## src/core/async_serial_pkg.sv

```systemverilog
// Constants shared by the asynchronous serial port with multiprocessor addressing.
// Assumes one 40 MHz clock and a simple synchronous register port.
`default_nettype none

package async_serial_pkg;

  // ------------------------------------------------------------------
  // Register offsets within the port's register frame
  // ------------------------------------------------------------------
  localparam logic [3:0] OFS_FORMAT = 4'h0;
  localparam logic [3:0] OFS_CTL_ONE = 4'h1;
  localparam logic [3:0] OFS_CTL_TWO = 4'h4;
  localparam logic [3:0] OFS_RX_STATUS = 4'h5;
  localparam logic [3:0] OFS_RX_EMU = 4'h6;
  localparam logic [3:0] OFS_RX_DATA = 4'h7;
  localparam logic [3:0] OFS_TX_DATA = 4'h9;

  // ------------------------------------------------------------------
  // Field positions
  // ------------------------------------------------------------------
  localparam int CHAR_LEN_MSB = 2;
  localparam int ADDR_MODE_BIT = 3;
  localparam int PAR_EN_BIT = 5;
  localparam int PAR_EVEN_BIT = 6;
  localparam int STOP_TWO_BIT = 7;
  localparam logic [7:0] FORMAT_WR_MASK = 8'hEF;
  localparam int RX_ENA_BIT = 0;
  localparam int TX_ENA_BIT = 1;
  localparam int SLEEP_BIT = 2;
  localparam int TX_WAKE_BIT = 3;
  localparam int TX_INT_ENA_BIT = 0;
  localparam int RX_BRK_INT_ENA_BIT = 1;

  // ------------------------------------------------------------------
  // Reset values
  // ------------------------------------------------------------------
  localparam logic [7:0] FORMAT_RESET = 8'h00;
  localparam logic [3:0] CTL_ONE_RESET = 4'h0;
  localparam logic [1:0] CTL_TWO_RESET = 2'h0;

  // ------------------------------------------------------------------
  // Timing
  // ------------------------------------------------------------------
  localparam int CLOCK_HZ = 40_000_000;
  localparam int BAUD_RATE = 115200;
  localparam int SAMPLES_PER_BIT = 8;
  localparam int SAMPLE_DIV = CLOCK_HZ / (BAUD_RATE * SAMPLES_PER_BIT);
  localparam logic [9:0] SAMPLE_DIV_LAST = 10'(SAMPLE_DIV - 1);
  localparam logic [2:0] START_LOW_LAST = 3'h3;
  localparam logic [2:0] VOTE_FIRST = 3'h3;
  localparam logic [2:0] VOTE_SECOND = 3'h4;
  localparam logic [2:0] VOTE_THIRD = 3'h5;
  localparam logic [2:0] SAMPLE_LAST = 3'h7;
  localparam int IDLE_BLOCK_BITS = 10;
  localparam logic [6:0] IDLE_BLOCK_SAMPLES = 7'(IDLE_BLOCK_BITS * SAMPLES_PER_BIT);
  localparam logic [3:0] TX_IDLE_BITS = 4'hB;

  typedef enum logic [1:0] {
    RX_IDLE = 2'b00,
    RX_START = 2'b01,
    RX_BITS = 2'b10
  } rx_state_t;

  typedef enum logic {
    TX_IDLE = 1'b0,
    TX_SEND = 1'b1
  } tx_state_t;

endpackage

`default_nettype wire

```

## src/core/async_serial_multiproc_port.sv

```systemverilog
// Asynchronous serial transmitter and receiver with idle-line and address-bit
// multiprocessor block addressing.
// Assumes register port strobes and the receive pin are synchronous to clock_in.
`default_nettype none

module async_serial_multiproc_port
  import async_serial_pkg::*;
(
  input wire logic clock_in,
  input wire logic reset_in,
  input wire logic [3:0] reg_addr_in,
  input wire logic reg_wr_in,
  input wire logic reg_rd_in,
  input wire logic [7:0] reg_wdata_in,
  output logic [15:0] reg_rdata_out,
  input wire logic serial_rx_pin_in,
  output logic serial_tx_pin_out,
  output logic tx_interrupt_out,
  output logic rx_interrupt_out
);

  // ------------------------------------------------------------------
  // Functions
  // ------------------------------------------------------------------
  function automatic logic [7:0] len_mask(input logic [2:0] len);
    len_mask = 8'hFF >> (3'h7 - len);
  endfunction

  function automatic logic [3:0] frame_len(input logic [2:0] len, input logic par,
                                           input logic addr, input logic stop2);
    frame_len = 4'h3 + {1'b0, len} + {3'h0, par} + {3'h0, addr} + {3'h0, stop2};
  endfunction

  // Parity covers the data bits and, in address-bit mode, the address bit.
  function automatic logic par_bit(input logic [7:0] d, input logic [2:0] len,
                                   input logic addr_mode, input logic addr,
                                   input logic even);
    par_bit = (^(d & len_mask(len))) ^ (addr_mode & addr) ^ ~even;
  endfunction

  function automatic logic [12:0] frame_bits(input logic [7:0] d, input logic [7:0] fmt,
                                             input logic wake_temp_flag);
    logic [12:0] bits;
    logic [3:0] pos;
    bits = 13'h1FFE;
    pos = 4'h1;
    for (int i = 0; i < 8; i++) begin
      if (3'(i) <= fmt[CHAR_LEN_MSB:0]) begin
        bits[pos] = d[i];
        pos = pos + 4'h1;
      end
    end
    if (fmt[ADDR_MODE_BIT]) begin
      bits[pos] = wake_temp_flag;
      pos = pos + 4'h1;
    end
    if (fmt[PAR_EN_BIT]) begin
      bits[pos] = par_bit(d, fmt[CHAR_LEN_MSB:0], fmt[ADDR_MODE_BIT], wake_temp_flag,
                          fmt[PAR_EVEN_BIT]);
    end
    frame_bits = bits;
  endfunction

  // ------------------------------------------------------------------
  // Registers and state
  // ------------------------------------------------------------------
  logic [7:0] format_ff;
  logic rx_enable_ff;
  logic tx_enable_ff;
  logic sleep_ff;
  logic tx_wake_ff;
  logic tx_int_en_ff;
  logic rx_break_int_enable_ff;
  logic [9:0] div_cnt_ff;
  logic sample_tick_ff;
  logic [7:0] rx_data_buffer_ff;
  logic [7:0] rx_emulation_buffer_ff;
  logic rx_ready_flag_ff;
  logic rx_wake_flag_ff;
  logic par_err_ff;
  logic overrun_ff;
  logic frame_err_ff;
  logic [15:0] rdata_ff;
  rx_state_t rx_state_ff;
  logic [2:0] rx_samp_ff;
  logic [3:0] rx_bit_idx_ff;
  logic [11:0] rx_shift_register_ff;
  logic rx_vote_a_ff;
  logic rx_vote_b_ff;
  logic [6:0] idle_cnt_ff;
  logic idle_seen_ff;
  tx_state_t tx_state_ff;
  logic [12:0] tx_shift_register_ff;
  logic [3:0] tx_bits_left_ff;
  logic [2:0] tx_samp_ff;
  logic tx_line_ff;
  logic wake_temp_flag_ff;
  logic [7:0] txq_mem [2];
  logic txq_wr_ptr_ff;
  logic txq_rd_ptr_ff;
  logic [1:0] txq_count_ff;

  // ------------------------------------------------------------------
  // Register decode
  // ------------------------------------------------------------------
  wire wr_format = reg_wr_in & (reg_addr_in == OFS_FORMAT);
  wire wr_ctl_one = reg_wr_in & (reg_addr_in == OFS_CTL_ONE);
  wire wr_ctl_two = reg_wr_in & (reg_addr_in == OFS_CTL_TWO);
  wire wr_tx_data = reg_wr_in & (reg_addr_in == OFS_TX_DATA);
  wire rd_rx_data = reg_rd_in & (reg_addr_in == OFS_RX_DATA);

  wire [2:0] char_len = format_ff[CHAR_LEN_MSB:0];
  wire addr_mode = format_ff[ADDR_MODE_BIT];
  wire par_en = format_ff[PAR_EN_BIT];
  wire par_even = format_ff[PAR_EVEN_BIT];

  // ------------------------------------------------------------------
  // Transmit buffer: two entries between the CPU and the shifter
  // ------------------------------------------------------------------
  wire txq_full = (txq_count_ff == 2'h2);
  wire txq_valid = (txq_count_ff != 2'h0);
  wire tx_ready = ~txq_full;
  wire txq_push = wr_tx_data & tx_ready;
  wire tx_load = sample_tick_ff & (tx_state_ff == TX_IDLE) & txq_valid & tx_enable_ff;
  wire tx_empty = ~txq_valid & (tx_state_ff == TX_IDLE);
  wire [7:0] txq_head = txq_mem[txq_rd_ptr_ff];

  // Idle-line wake replaces the whole frame with eleven high bit times.
  wire tx_idle_frame = tx_wake_ff & ~addr_mode;
  wire [12:0] tx_frame = tx_idle_frame ? 13'h1FFF : frame_bits(txq_head, format_ff, tx_wake_ff);
  wire [3:0] tx_frame_len = tx_idle_frame ? TX_IDLE_BITS :
                            frame_len(char_len, par_en, addr_mode, format_ff[STOP_TWO_BIT]);

  // ------------------------------------------------------------------
  // Receive decode
  // ------------------------------------------------------------------
  wire rx_pin = serial_rx_pin_in;
  wire rx_majority = (rx_vote_a_ff & rx_vote_b_ff) | (rx_vote_a_ff & rx_pin) |
                     (rx_vote_b_ff & rx_pin);
  wire [3:0] rx_last_idx = frame_len(char_len, par_en, addr_mode, 1'b0) - 4'h2;
  wire rx_decide = sample_tick_ff & (rx_state_ff == RX_BITS) & (rx_samp_ff == VOTE_THIRD);
  wire rx_done = rx_decide & (rx_bit_idx_ff == rx_last_idx);
  wire [3:0] rx_addr_pos = {1'b0, char_len} + 4'h1;
  wire [3:0] rx_par_pos = rx_addr_pos + {3'h0, addr_mode};
  wire rx_addr_bit = addr_mode & rx_shift_register_ff[rx_addr_pos];
  wire rx_par_bad = par_en & (rx_shift_register_ff[rx_par_pos] !=
                    par_bit(rx_shift_register_ff[7:0], char_len, addr_mode, rx_addr_bit,
                            par_even));
  wire [7:0] rx_data = rx_shift_register_ff[7:0] & len_mask(char_len);
  wire rx_is_addr = addr_mode ? rx_addr_bit : idle_seen_ff;
  wire rx_accept = rx_done & rx_enable_ff & (~sleep_ff | rx_is_addr);

  // ------------------------------------------------------------------
  // Read data selection
  // ------------------------------------------------------------------
  wire rx_error = par_err_ff | overrun_ff | frame_err_ff;
  wire [7:0] ctl_one_rd = {4'h0, tx_wake_ff, sleep_ff, tx_enable_ff, rx_enable_ff};
  wire [7:0] ctl_two_rd = {tx_ready, tx_empty, 4'h0, rx_break_int_enable_ff, tx_int_en_ff};
  wire [7:0] rx_status_rd = {rx_error, rx_ready_flag_ff, 1'b0, frame_err_ff, overrun_ff,
                             par_err_ff, rx_wake_flag_ff, 1'b0};
  wire [7:0] rd_byte = (reg_addr_in == OFS_FORMAT) ? format_ff :
                       (reg_addr_in == OFS_CTL_ONE) ? ctl_one_rd :
                       (reg_addr_in == OFS_CTL_TWO) ? ctl_two_rd :
                       (reg_addr_in == OFS_RX_STATUS) ? rx_status_rd :
                       (reg_addr_in == OFS_RX_EMU) ? rx_emulation_buffer_ff :
                       (reg_addr_in == OFS_RX_DATA) ? rx_data_buffer_ff : 8'h00;

  // ------------------------------------------------------------------
  // Sample clock divider
  // ------------------------------------------------------------------
  always_ff @(posedge clock_in) begin
    if (reset_in || div_cnt_ff == SAMPLE_DIV_LAST) begin
      div_cnt_ff <= 10'h000;
    end else begin
      div_cnt_ff <= div_cnt_ff + 10'h001;
    end
    sample_tick_ff <= ~reset_in & (div_cnt_ff == SAMPLE_DIV_LAST);
  end

  // ------------------------------------------------------------------
  // Control registers
  // ------------------------------------------------------------------
  always_ff @(posedge clock_in) begin
    if (reset_in) begin
      format_ff <= FORMAT_RESET;
      {tx_wake_ff, sleep_ff, tx_enable_ff, rx_enable_ff} <= CTL_ONE_RESET;
      {rx_break_int_enable_ff, tx_int_en_ff} <= CTL_TWO_RESET;
      rdata_ff <= 16'h0000;
    end else begin
      if (wr_format) begin
        format_ff <= reg_wdata_in & FORMAT_WR_MASK;
      end
      if (wr_ctl_one) begin
        rx_enable_ff <= reg_wdata_in[RX_ENA_BIT];
        tx_enable_ff <= reg_wdata_in[TX_ENA_BIT];
        sleep_ff <= reg_wdata_in[SLEEP_BIT];
        tx_wake_ff <= reg_wdata_in[TX_WAKE_BIT];
      end else if (tx_load) begin
        tx_wake_ff <= 1'b0;
      end
      if (wr_ctl_two) begin
        tx_int_en_ff <= reg_wdata_in[TX_INT_ENA_BIT];
        rx_break_int_enable_ff <= reg_wdata_in[RX_BRK_INT_ENA_BIT];
      end
      if (reg_rd_in) begin
        rdata_ff <= {8'h00, rd_byte};
      end
    end
  end

  // ------------------------------------------------------------------
  // Transmit buffer storage
  // ------------------------------------------------------------------
  always_ff @(posedge clock_in) begin
    if (txq_push) begin
      txq_mem[txq_wr_ptr_ff] <= reg_wdata_in;
    end
    if (reset_in) begin
      txq_wr_ptr_ff <= 1'b0;
      txq_rd_ptr_ff <= 1'b0;
      txq_count_ff <= 2'h0;
    end else begin
      txq_wr_ptr_ff <= txq_wr_ptr_ff ^ txq_push;
      txq_rd_ptr_ff <= txq_rd_ptr_ff ^ tx_load;
      txq_count_ff <= txq_count_ff + {1'b0, txq_push} - {1'b0, tx_load};
    end
  end

  // ------------------------------------------------------------------
  // Transmitter
  // ------------------------------------------------------------------
  // The enable is checked only at load, so clearing it lets the current frame finish.
  always_ff @(posedge clock_in) begin
    if (reset_in) begin
      tx_state_ff <= TX_IDLE;
      tx_shift_register_ff <= 13'h1FFF;
      tx_bits_left_ff <= 4'h0;
      tx_samp_ff <= 3'h0;
      tx_line_ff <= 1'b1;
      wake_temp_flag_ff <= 1'b0;
    end else if (tx_load) begin
      tx_state_ff <= TX_SEND;
      tx_shift_register_ff <= tx_frame;
      tx_bits_left_ff <= tx_frame_len;
      tx_samp_ff <= 3'h0;
      tx_line_ff <= tx_frame[0];
      wake_temp_flag_ff <= tx_wake_ff;
    end else if (sample_tick_ff && tx_state_ff == TX_SEND) begin
      tx_samp_ff <= tx_samp_ff + 3'h1;
      if (tx_samp_ff == SAMPLE_LAST) begin
        if (tx_bits_left_ff == 4'h1) begin
          tx_state_ff <= TX_IDLE;
          tx_line_ff <= 1'b1;
        end else begin
          tx_shift_register_ff <= {1'b1, tx_shift_register_ff[12:1]};
          tx_line_ff <= tx_shift_register_ff[1];
        end
        tx_bits_left_ff <= tx_bits_left_ff - 4'h1;
      end
    end
  end

  // ------------------------------------------------------------------
  // Receiver bit engine
  // ------------------------------------------------------------------
  // The frame is complete at the vote of its first stop bit; a second stop is not checked.
  always_ff @(posedge clock_in) begin
    if (reset_in) begin
      rx_state_ff <= RX_IDLE;
      rx_samp_ff <= 3'h0;
      rx_bit_idx_ff <= 4'h0;
      rx_shift_register_ff <= 12'h000;
      rx_vote_a_ff <= 1'b1;
      rx_vote_b_ff <= 1'b1;
    end else if (sample_tick_ff) begin
      unique case (rx_state_ff)
        RX_IDLE: begin
          if (!rx_pin) begin
            rx_samp_ff <= rx_samp_ff + 3'h1;
            if (rx_samp_ff == START_LOW_LAST) begin
              rx_state_ff <= RX_START;
            end
          end else begin
            rx_samp_ff <= 3'h0;
          end
        end
        RX_START: begin
          rx_samp_ff <= rx_samp_ff + 3'h1;
          if (rx_samp_ff == SAMPLE_LAST) begin
            rx_state_ff <= RX_BITS;
            rx_bit_idx_ff <= 4'h0;
          end
        end
        RX_BITS: begin
          rx_samp_ff <= rx_samp_ff + 3'h1;
          if (rx_samp_ff == VOTE_FIRST) begin
            rx_vote_a_ff <= rx_pin;
          end
          if (rx_samp_ff == VOTE_SECOND) begin
            rx_vote_b_ff <= rx_pin;
          end
          if (rx_done) begin
            rx_state_ff <= RX_IDLE;
            rx_samp_ff <= 3'h0;
          end else if (rx_decide) begin
            rx_shift_register_ff[rx_bit_idx_ff] <= rx_majority;
          end
          if (rx_samp_ff == SAMPLE_LAST) begin
            rx_bit_idx_ff <= rx_bit_idx_ff + 4'h1;
          end
        end
        default: begin
          rx_state_ff <= RX_IDLE;
          rx_samp_ff <= 3'h0;
        end
      endcase
    end
  end

  // ------------------------------------------------------------------
  // Idle-line block start detection
  // ------------------------------------------------------------------
  // Any low sample restarts the count, so a rejected glitch also restarts the gap.
  always_ff @(posedge clock_in) begin
    if (reset_in) begin
      idle_cnt_ff <= 7'h00;
      idle_seen_ff <= 1'b0;
    end else begin
      if (sample_tick_ff && rx_state_ff == RX_IDLE) begin
        if (!rx_pin) begin
          idle_cnt_ff <= 7'h00;
        end else if (idle_cnt_ff != IDLE_BLOCK_SAMPLES) begin
          idle_cnt_ff <= idle_cnt_ff + 7'h01;
        end
      end
      if (idle_cnt_ff == IDLE_BLOCK_SAMPLES) begin
        idle_seen_ff <= 1'b1;
      end else if (rx_done) begin
        idle_seen_ff <= 1'b0;
      end
    end
  end

  // ------------------------------------------------------------------
  // Receive buffers and status
  // ------------------------------------------------------------------
  // A new character wins over a buffer read in the same cycle.
  always_ff @(posedge clock_in) begin
    if (reset_in) begin
      rx_data_buffer_ff <= 8'h00;
      rx_emulation_buffer_ff <= 8'h00;
      rx_ready_flag_ff <= 1'b0;
      rx_wake_flag_ff <= 1'b0;
      par_err_ff <= 1'b0;
      overrun_ff <= 1'b0;
      frame_err_ff <= 1'b0;
    end else if (rx_accept) begin
      rx_data_buffer_ff <= rx_data;
      rx_emulation_buffer_ff <= rx_data;
      rx_ready_flag_ff <= 1'b1;
      rx_wake_flag_ff <= rx_is_addr;
      par_err_ff <= rx_par_bad;
      overrun_ff <= rx_ready_flag_ff & ~rd_rx_data;
      frame_err_ff <= ~rx_majority;
    end else if (rd_rx_data) begin
      rx_ready_flag_ff <= 1'b0;
      rx_wake_flag_ff <= 1'b0;
      par_err_ff <= 1'b0;
      overrun_ff <= 1'b0;
      frame_err_ff <= 1'b0;
    end
  end

  // ------------------------------------------------------------------
  // Outputs
  // ------------------------------------------------------------------
  assign reg_rdata_out = rdata_ff;
  assign serial_tx_pin_out = tx_line_ff;
  assign tx_interrupt_out = tx_int_en_ff & tx_ready;
  assign rx_interrupt_out = rx_break_int_enable_ff & rx_ready_flag_ff;

endmodule

`default_nettype wire

```

## config.mk

```make
export PLATFORM = sky130hd
export DESIGN_NAME = async_serial_multiproc_port
export DESIGN_NICKNAME = d
export VERILOG_FILES = /design/src/core/async_serial_pkg.sv /design/src/core/async_serial_multiproc_port.sv
export SDC_FILE = /design/constraint.sdc
export NUM_CORES = 1
export LEC_CHECK = 0
export ABC_CLOCK_PERIOD_IN_PS = 5700
export BUFFER_PORTS_ARGS = -buffer_cell sky130_fd_sc_hd__buf_2
export CAP_MARGIN = 20
export CORE_UTILIZATION = 34
export DETAILED_ROUTE_END_ITERATION = 12
export PLACE_DENSITY_LB_ADDON = 0.1
export SLEW_MARGIN = 10
export SYNTH_ARGS = -nofsm -noshare
export SYNTH_HDL_FRONTEND = slang
export SYNTH_SLANG_ARGS = --single-unit
```

## constraint.sdc

```tcl
create_clock -name clock_in -period 5.7 [get_ports clock_in]
set_input_delay 0.57 -clock clock_in [delete_from_list [all_inputs] [get_ports clock_in]]
set_output_delay 0.57 -clock clock_in [all_outputs]
set_load 0.005 [all_outputs]
```

======== After elaboration in Yosys (flattened, before gate mapping) ========
Memory sizes are Yosys's and may differ from the RTL's. A register that Yosys moved wholly into a read port is not among the register bits.
Cells that the tools add are included.
storage, ports and cells
  input bits .............................. 17
  bits in registers ....................... 102
  output and inout port bits .............. 19
  memories kept ........................... 1
  RAM bits ................................ 16
  word-level logic and storage cells ...... 303
cells by class
  shift operators ......................... 1
  bitwise logic cells ..................... 50
  equality and inequality tests ........... 27
  add/subtract/negate cells ............... 24
  multiplexer cells ....................... 103
  $lt $le $gt $ge ......................... 30
  reduce and logical (&&, ||, !) cells .... 35
memory list
  name     depth  width  rd ports  clocked after memory_dff  write ports  RTL line                           text
  txq_mem  2      8      1         1                         1            async_serial_multiproc_port.sv:98  logic [7:0] txq_mem [2];
operator list
  kind                     number
  $mux W13                 14
  $bwmux W13               9
  $lt A4 B5 Y1 const B     12
  $mux W4                  14
  $mux W8                  6
  $demux W1 S4             10
  $ge A4 B1 Y1 const B     10
  $add A4 B1 Y4 const B    9
  $mux W1                  35
  $and A1 B1 Y1            27
  $add A4 B1 Y4            4
  $and A8 B8 Y8            2
  $eq A4 B3 Y1 const B     4
  $reduce_bool A2 Y1       8
  $reduce_xor A8 Y1        2
  $mux W7                  2
  $bwmux W12               1
  $eq A3 B3 Y1 const B     4
  $le A3 B3 Y1 const A     4
  $logic_and A1 B1 Y1      12
  $reduce_and A3 Y1        4
  $add A10 B1 Y10 const B  1
  $eq A10 B6 Y1 const B    1
  $mux W2                  5
  38 further kinds         70

======== Logic depth before layout (Yosys ltp) ========
  depth after elaboration ................. 26
  mapped depth ............................ 23
  mapped depth without buffers ............ 21

======== Worst setup path after synthesis ========
Ideal clock, no wire load.
  path kind ............................... register to register
  from .................................... reg format_ff[1]
  to ...................................... reg tx_shift_register_ff[9]
  period minus slack after synthesis ...... 5.293 ns
  path buffers ............................ 2
  data required time ...................... 5.607 ns
  library setup time ...................... 0.093 ns
  setup slack ............................. 0.407 ns
  data arrival time ....................... 5.200 ns
  cell stages (with the launch flop) ...... 21
  cell sequence ........................... dfxtp_1 clkbuf_1 inv_1 ha_1 a21o_1 ha_1 clkbuf_1 xnor3_1 xnor2_1 ha_1 mux2i_1 ha_1 nand2_1 o21ai_0 ha_1 nand2_1 xor2_1 and2_1 mux2i_1 or3_4 o311ai_2
on the way
  longest elaborated chain between the ends .. 26
  elaborated cells on any way between the ends .. 96
  classes of those cells .................. add/sub: 9; order compare: 26; shift: 1; mux: 47; bitwise: 3; reduce/logical: 10
ends and longest elaborated chain
  item                                                                     RTL line                                                              text
  start: declaration                                                       async_serial_multiproc_port.sv:67                                     logic [7:0] format_ff;
  start signal: assignment                                                 async_serial_multiproc_port.sv:191                                    format_ff <= reg_wdata_in & FORMAT_WR_MASK;
  $le A1 B3 Y1                                                             async_serial_multiproc_port.sv:48                                     if (3'(i) <= fmt[CHAR_LEN_MSB:0]) begin
  $mux W2                                                                  async_serial_multiproc_port.sv:48
  $add A4 B1 Y4, or another cell as far along                              async_serial_multiproc_port.sv:50                                     pos = pos + 4'h1;
  $mux W4 / $logic_and A1 B1 Y1 (equally long branches)                    async_serial_multiproc_port.sv:48, async_serial_multiproc_port.sv:49
  $add A4 B1 Y4, or another cell as far along                              async_serial_multiproc_port.sv:50
  $mux W4, or another cell as far along                                    async_serial_multiproc_port.sv:48
  $add A4 B1 Y4, or another cell as far along                              async_serial_multiproc_port.sv:50
  $mux W4, or another cell as far along                                    async_serial_multiproc_port.sv:48
  (+10 left out)                                                           --
  $lt A4 B5 Y1 (implied by the code), or another cell as far along         async_serial_multiproc_port.sv:58                                     bits[pos] = par_bit(d, fmt[CHAR_LEN_MSB:0], fmt[ADDR_MODE_BIT], wake_temp_flag,
  $logic_and A1 B1 Y1 (implied by the code), or another cell as far along  async_serial_multiproc_port.sv:58
  $mux W1 (implied by the code) / $bwmux W13 (equally long branches)       async_serial_multiproc_port.sv:58, async_serial_multiproc_port.sv:54
  $demux W1 S4 / $mux W13 (equally long branches)                          async_serial_multiproc_port.sv:58, async_serial_multiproc_port.sv:53
  $bwmux W13                                                               async_serial_multiproc_port.sv:58
  $mux W13 *                                                               async_serial_multiproc_port.sv:57                                     if (fmt[PAR_EN_BIT]) begin
  $mux W13 *                                                               async_serial_multiproc_port.sv:130                                    wire [12:0] tx_frame = tx_idle_frame ? 13'h1FFF : frame_bits(txq_head, format_ff, tx_wake_ff);
  $mux W13 *                                                               async_serial_multiproc_port.sv:241                                    end else if (tx_load) begin
  end signal: assignment                                                   async_serial_multiproc_port.sv:243                                    tx_shift_register_ff <= tx_frame;
  end signal: assignment                                                   async_serial_multiproc_port.sv:255                                    tx_shift_register_ff <= {1'b1, tx_shift_register_ff[12:1]};
  end: declaration                                                         async_serial_multiproc_port.sv:93                                     logic [12:0] tx_shift_register_ff;
Every way passes the cells marked *; elsewhere a longest branch is shown, timed or not.
A chain may end at the register's enable or synchronous reset.

======== Worst setup path after layout ========
  from .................................... reg format_ff[1]
  to ...................................... reg tx_shift_register_ff[3]
Same word-level chain as after synthesis.

==> impl_metrics.ini <==
[synthesis]
avgSynthCellArea_um2 = 8.28
yosys.area.top_type = dfxtp_1
yosys_most_used_dff = dfxtp_1
synth_cell_types = 80
synth-seq-cells = 117
synth_area_leaders = dfxtp_1, ha_1, edfxtp_1, nand2_1, mux2i_1
syn-instance-count = 977
syn_area_mm2 = 0.00809
seq_area_frac_synth_pct = 30.9
yosysTopAreaCellShare_pct = 25.0
synth_edf_count = 16
async_reset_ff_share_pct = 0
yosys_warnings = 0

[route]
ant_nets = 0
drc = 0
drt_wl_total_um = 24000
drt_iter0_drc = 423
viasPerCell = 5.38
wl_per_cell_um = 18.2
firstDrtPassIters = 5
num_vias = 7087

[sta]
setup_viol = 0
timing.final.ws_setup_ns = 0.449
rsz0062_at_grt = false
period_needed_ns = 5.25
fmax_mhz = 190
slew_violations = 0
max-slew-margin-rel_pct = 29.9
hold_violations = 0
skew_ns = 0.0161
post-route-period-util_pct = 92.1
worst_pin_slew_ns = 1.04
fin_setup_tns_ns = 0

[cts]
cts_setup_buffers = 0
cts_buffers = 17
root_buffer = clkbuf_16
ctsResizeCount = 0
clock_path_buffers = 2
clkLatencyLatePin_ns = 0.42
cts_tree = yes
cts-hold-fix-buffers = 0
cts_sinks = 117
htreeDepth = 4
clk_pin_slew_worst_paths_ns = 0.07

[pwr]
p_per_area_mw_per_mm2 = 229
vdd_drop_max_mv = 0.131
p_total_mw = 2.09
p_leak_nw = 3.44

[placement]
place_inst = 1286
gp_congestion = 0.895
hpwl_um = 17500
preCtsSetupSlack_ns = 0.545
io_buffers = 27

[hold_path]
min_path_cells = 1
min_from = reg_wdata_in[4]
min_path_type = in2reg
min_to = txq_mem[0][4]

[outcome]
status = complete, no violations

[global_route]
antenna_found_initial = 0
grt_pass1_vias = 6798
grt_max_degree = 55
grt.overflow.total = 0
grt_pass1_wl_um = 38300
gr-usage-all-layers_pct = 20.6

[finish]
final_nets = 1058
area_delta_synth_final_pct = 12.6
layoutNonFillerInstCount = 1318
diodes = 0
layout_commonest_cell = nand2_1
layout_common_cells = nand2_1, dfxtp_1, nor2_1
nFillCells = 2482
fin_util_pct = 38.9
layout-drive-gt1-share_pct = 10.4

[critical_path]
rrSetupSlack_ns = 0.45
r2r-start = format_ff[1]
r2r_cells = 18
startpoint_type = register
rr_endpoint = tx_shift_register_ff[3]
worst_ep_required_time_ns = 5.97
worstSetupPathType = reg2reg
endpoint_kind = register
arrival_ns = 5.52
cp_max_fo = 9

[die]
ios = 36
die_area_mm2 = 0.0244
die_w_um = 156
rows = 56
start_util_pct = 34.6
die-height_um = 156
coreArea_mm2 = 0.0234

[run]
drv_cap = 0
==> power breakdown <==
part	total [mW]	switching, mW	internal (mW)
registers	0.851	0.00821	0.843
clock network	1.10	0.467	0.633
logic	0.138	0.0915	0.0466
total	2.09	0.566	1.52
==> metal layers <==
| layer | share of wire (%) | global-route usage [%] |
|---|---|---|
| met3 | 4.2 | 2.91 |
| met4 | 2.0 | 6.68 |
| met5 | 0 | 0 |
| met1 | 48 | 28.8 |
| met2 | 46 | 32.4 |
==> synth_stat cells, drive strengths merged, types with 22 or more instances <==
| cell | count |
|---|---|
| ha | 54 |
| clkbuf | 45 |
| nand3 | 51 |
| inv | 45 |
| o21ai | 37 |
| nand2 | 117 |
| mux2i | 40 |
| nor2 | 97 |
| nand2b | 22 |
| xnor2 | 29 |
| dfxtp | 101 |
| a21oi | 55 |
| xor2 | 24 |
==> kinds of logic (layout without fill, tap and decap cells) <==
group / count (synthesis) / count (layout) / share of synthesized area (%)
flip-flops: 117 / 117 / 30.9
XOR/XNOR: 58 / 58 / 7.47
multiplexers: 51 / 51 / 7.22
AO/OA/AOI/OAI: 214 / 214 / 18.0
buffers and inverters: 105 / 120 / 5.38
AND/OR/NAND/NOR: 375 / 375 / 22.2
adder cells (fa/ha/maj): 56 / 56 / 8.72
other: 1 / 8 / 0.0463
==> cell type report <==
class / instances / area, um2 / area share (%)
multi-input combinational: 762 / 5190 / 57.0
sequential: 117 / 2500 / 27.5
clock buffer: 18 / 439 / 4.82
tap: 319 / 399 / 4.38
timing repair buffer: 43 / 255 / 2.80
inverter: 45 / 169 / 1.85
clock inverter: 14 / 150 / 1.65
==> through the flow <==
step	hold slack, ns	cell area [um2]
floorplan	0.437	8120
global placement	0.453	8520
detailed placement	0.457	8520
CTS	0.326	9110
global route	0.326	9110
finish	0.343	9110
==> worst max-delay path: stages (launching register included) <==
cell and delay (ns):
dfxtp_1 0.31, inv_1 0.29, ha_1 0.23, nand2b_1 0.11, a21o_1 0.23, ha_1 0.34, xnor3_1 0.48, xnor2_1 0.38
ha_1 0.30, mux2i_1 0.24, inv_1 0.13, o21ai_0 0.39, ha_1 0.28, nand2_1 0.15, xnor2_1 0.29, nor2_1 0.09
mux2_2 0.34, a2111oi_0 0.42, a211oi_1 0.10
==> state kept, by name, summed over array words and instances (netlist names), 2 cells and up <==
| register | count |
|---|---|
| tx_shift_register_ff | 12 |
| tx_samp_ff | 3 |
| rx_samp_ff | 3 |
| txq_mem | 16 |
| rx_shift_register_ff | 12 |
| rx_state_ff | 2 |
| tx_bits_left_ff | 4 |
| div_cnt_ff | 10 |
| reg_rdata_out | 8 |
| format_ff | 7 |
| txq_count_ff | 2 |
| rx_bit_idx_ff | 4 |
| idle_cnt_ff | 7 |
| rx_emulation_buffer_ff | 8 |
==> how the worst max path moves through the flow <==
| stage | from | end |
|---|---|---|
| after floorplan | format_ff[1] | tx_shift_register_ff[9] |
| after global placement | format_ff[1] | tx_shift_register_ff[8] |
| after detailed placement | format_ff[1] | tx_shift_register_ff[8] |
| after CTS | format_ff[1] | tx_shift_register_ff[8] |
| after global routing | format_ff[1] | tx_shift_register_ff[3] |
| final | format_ff[1] | tx_shift_register_ff[3] |
Power figures use the tool's default switching activity.
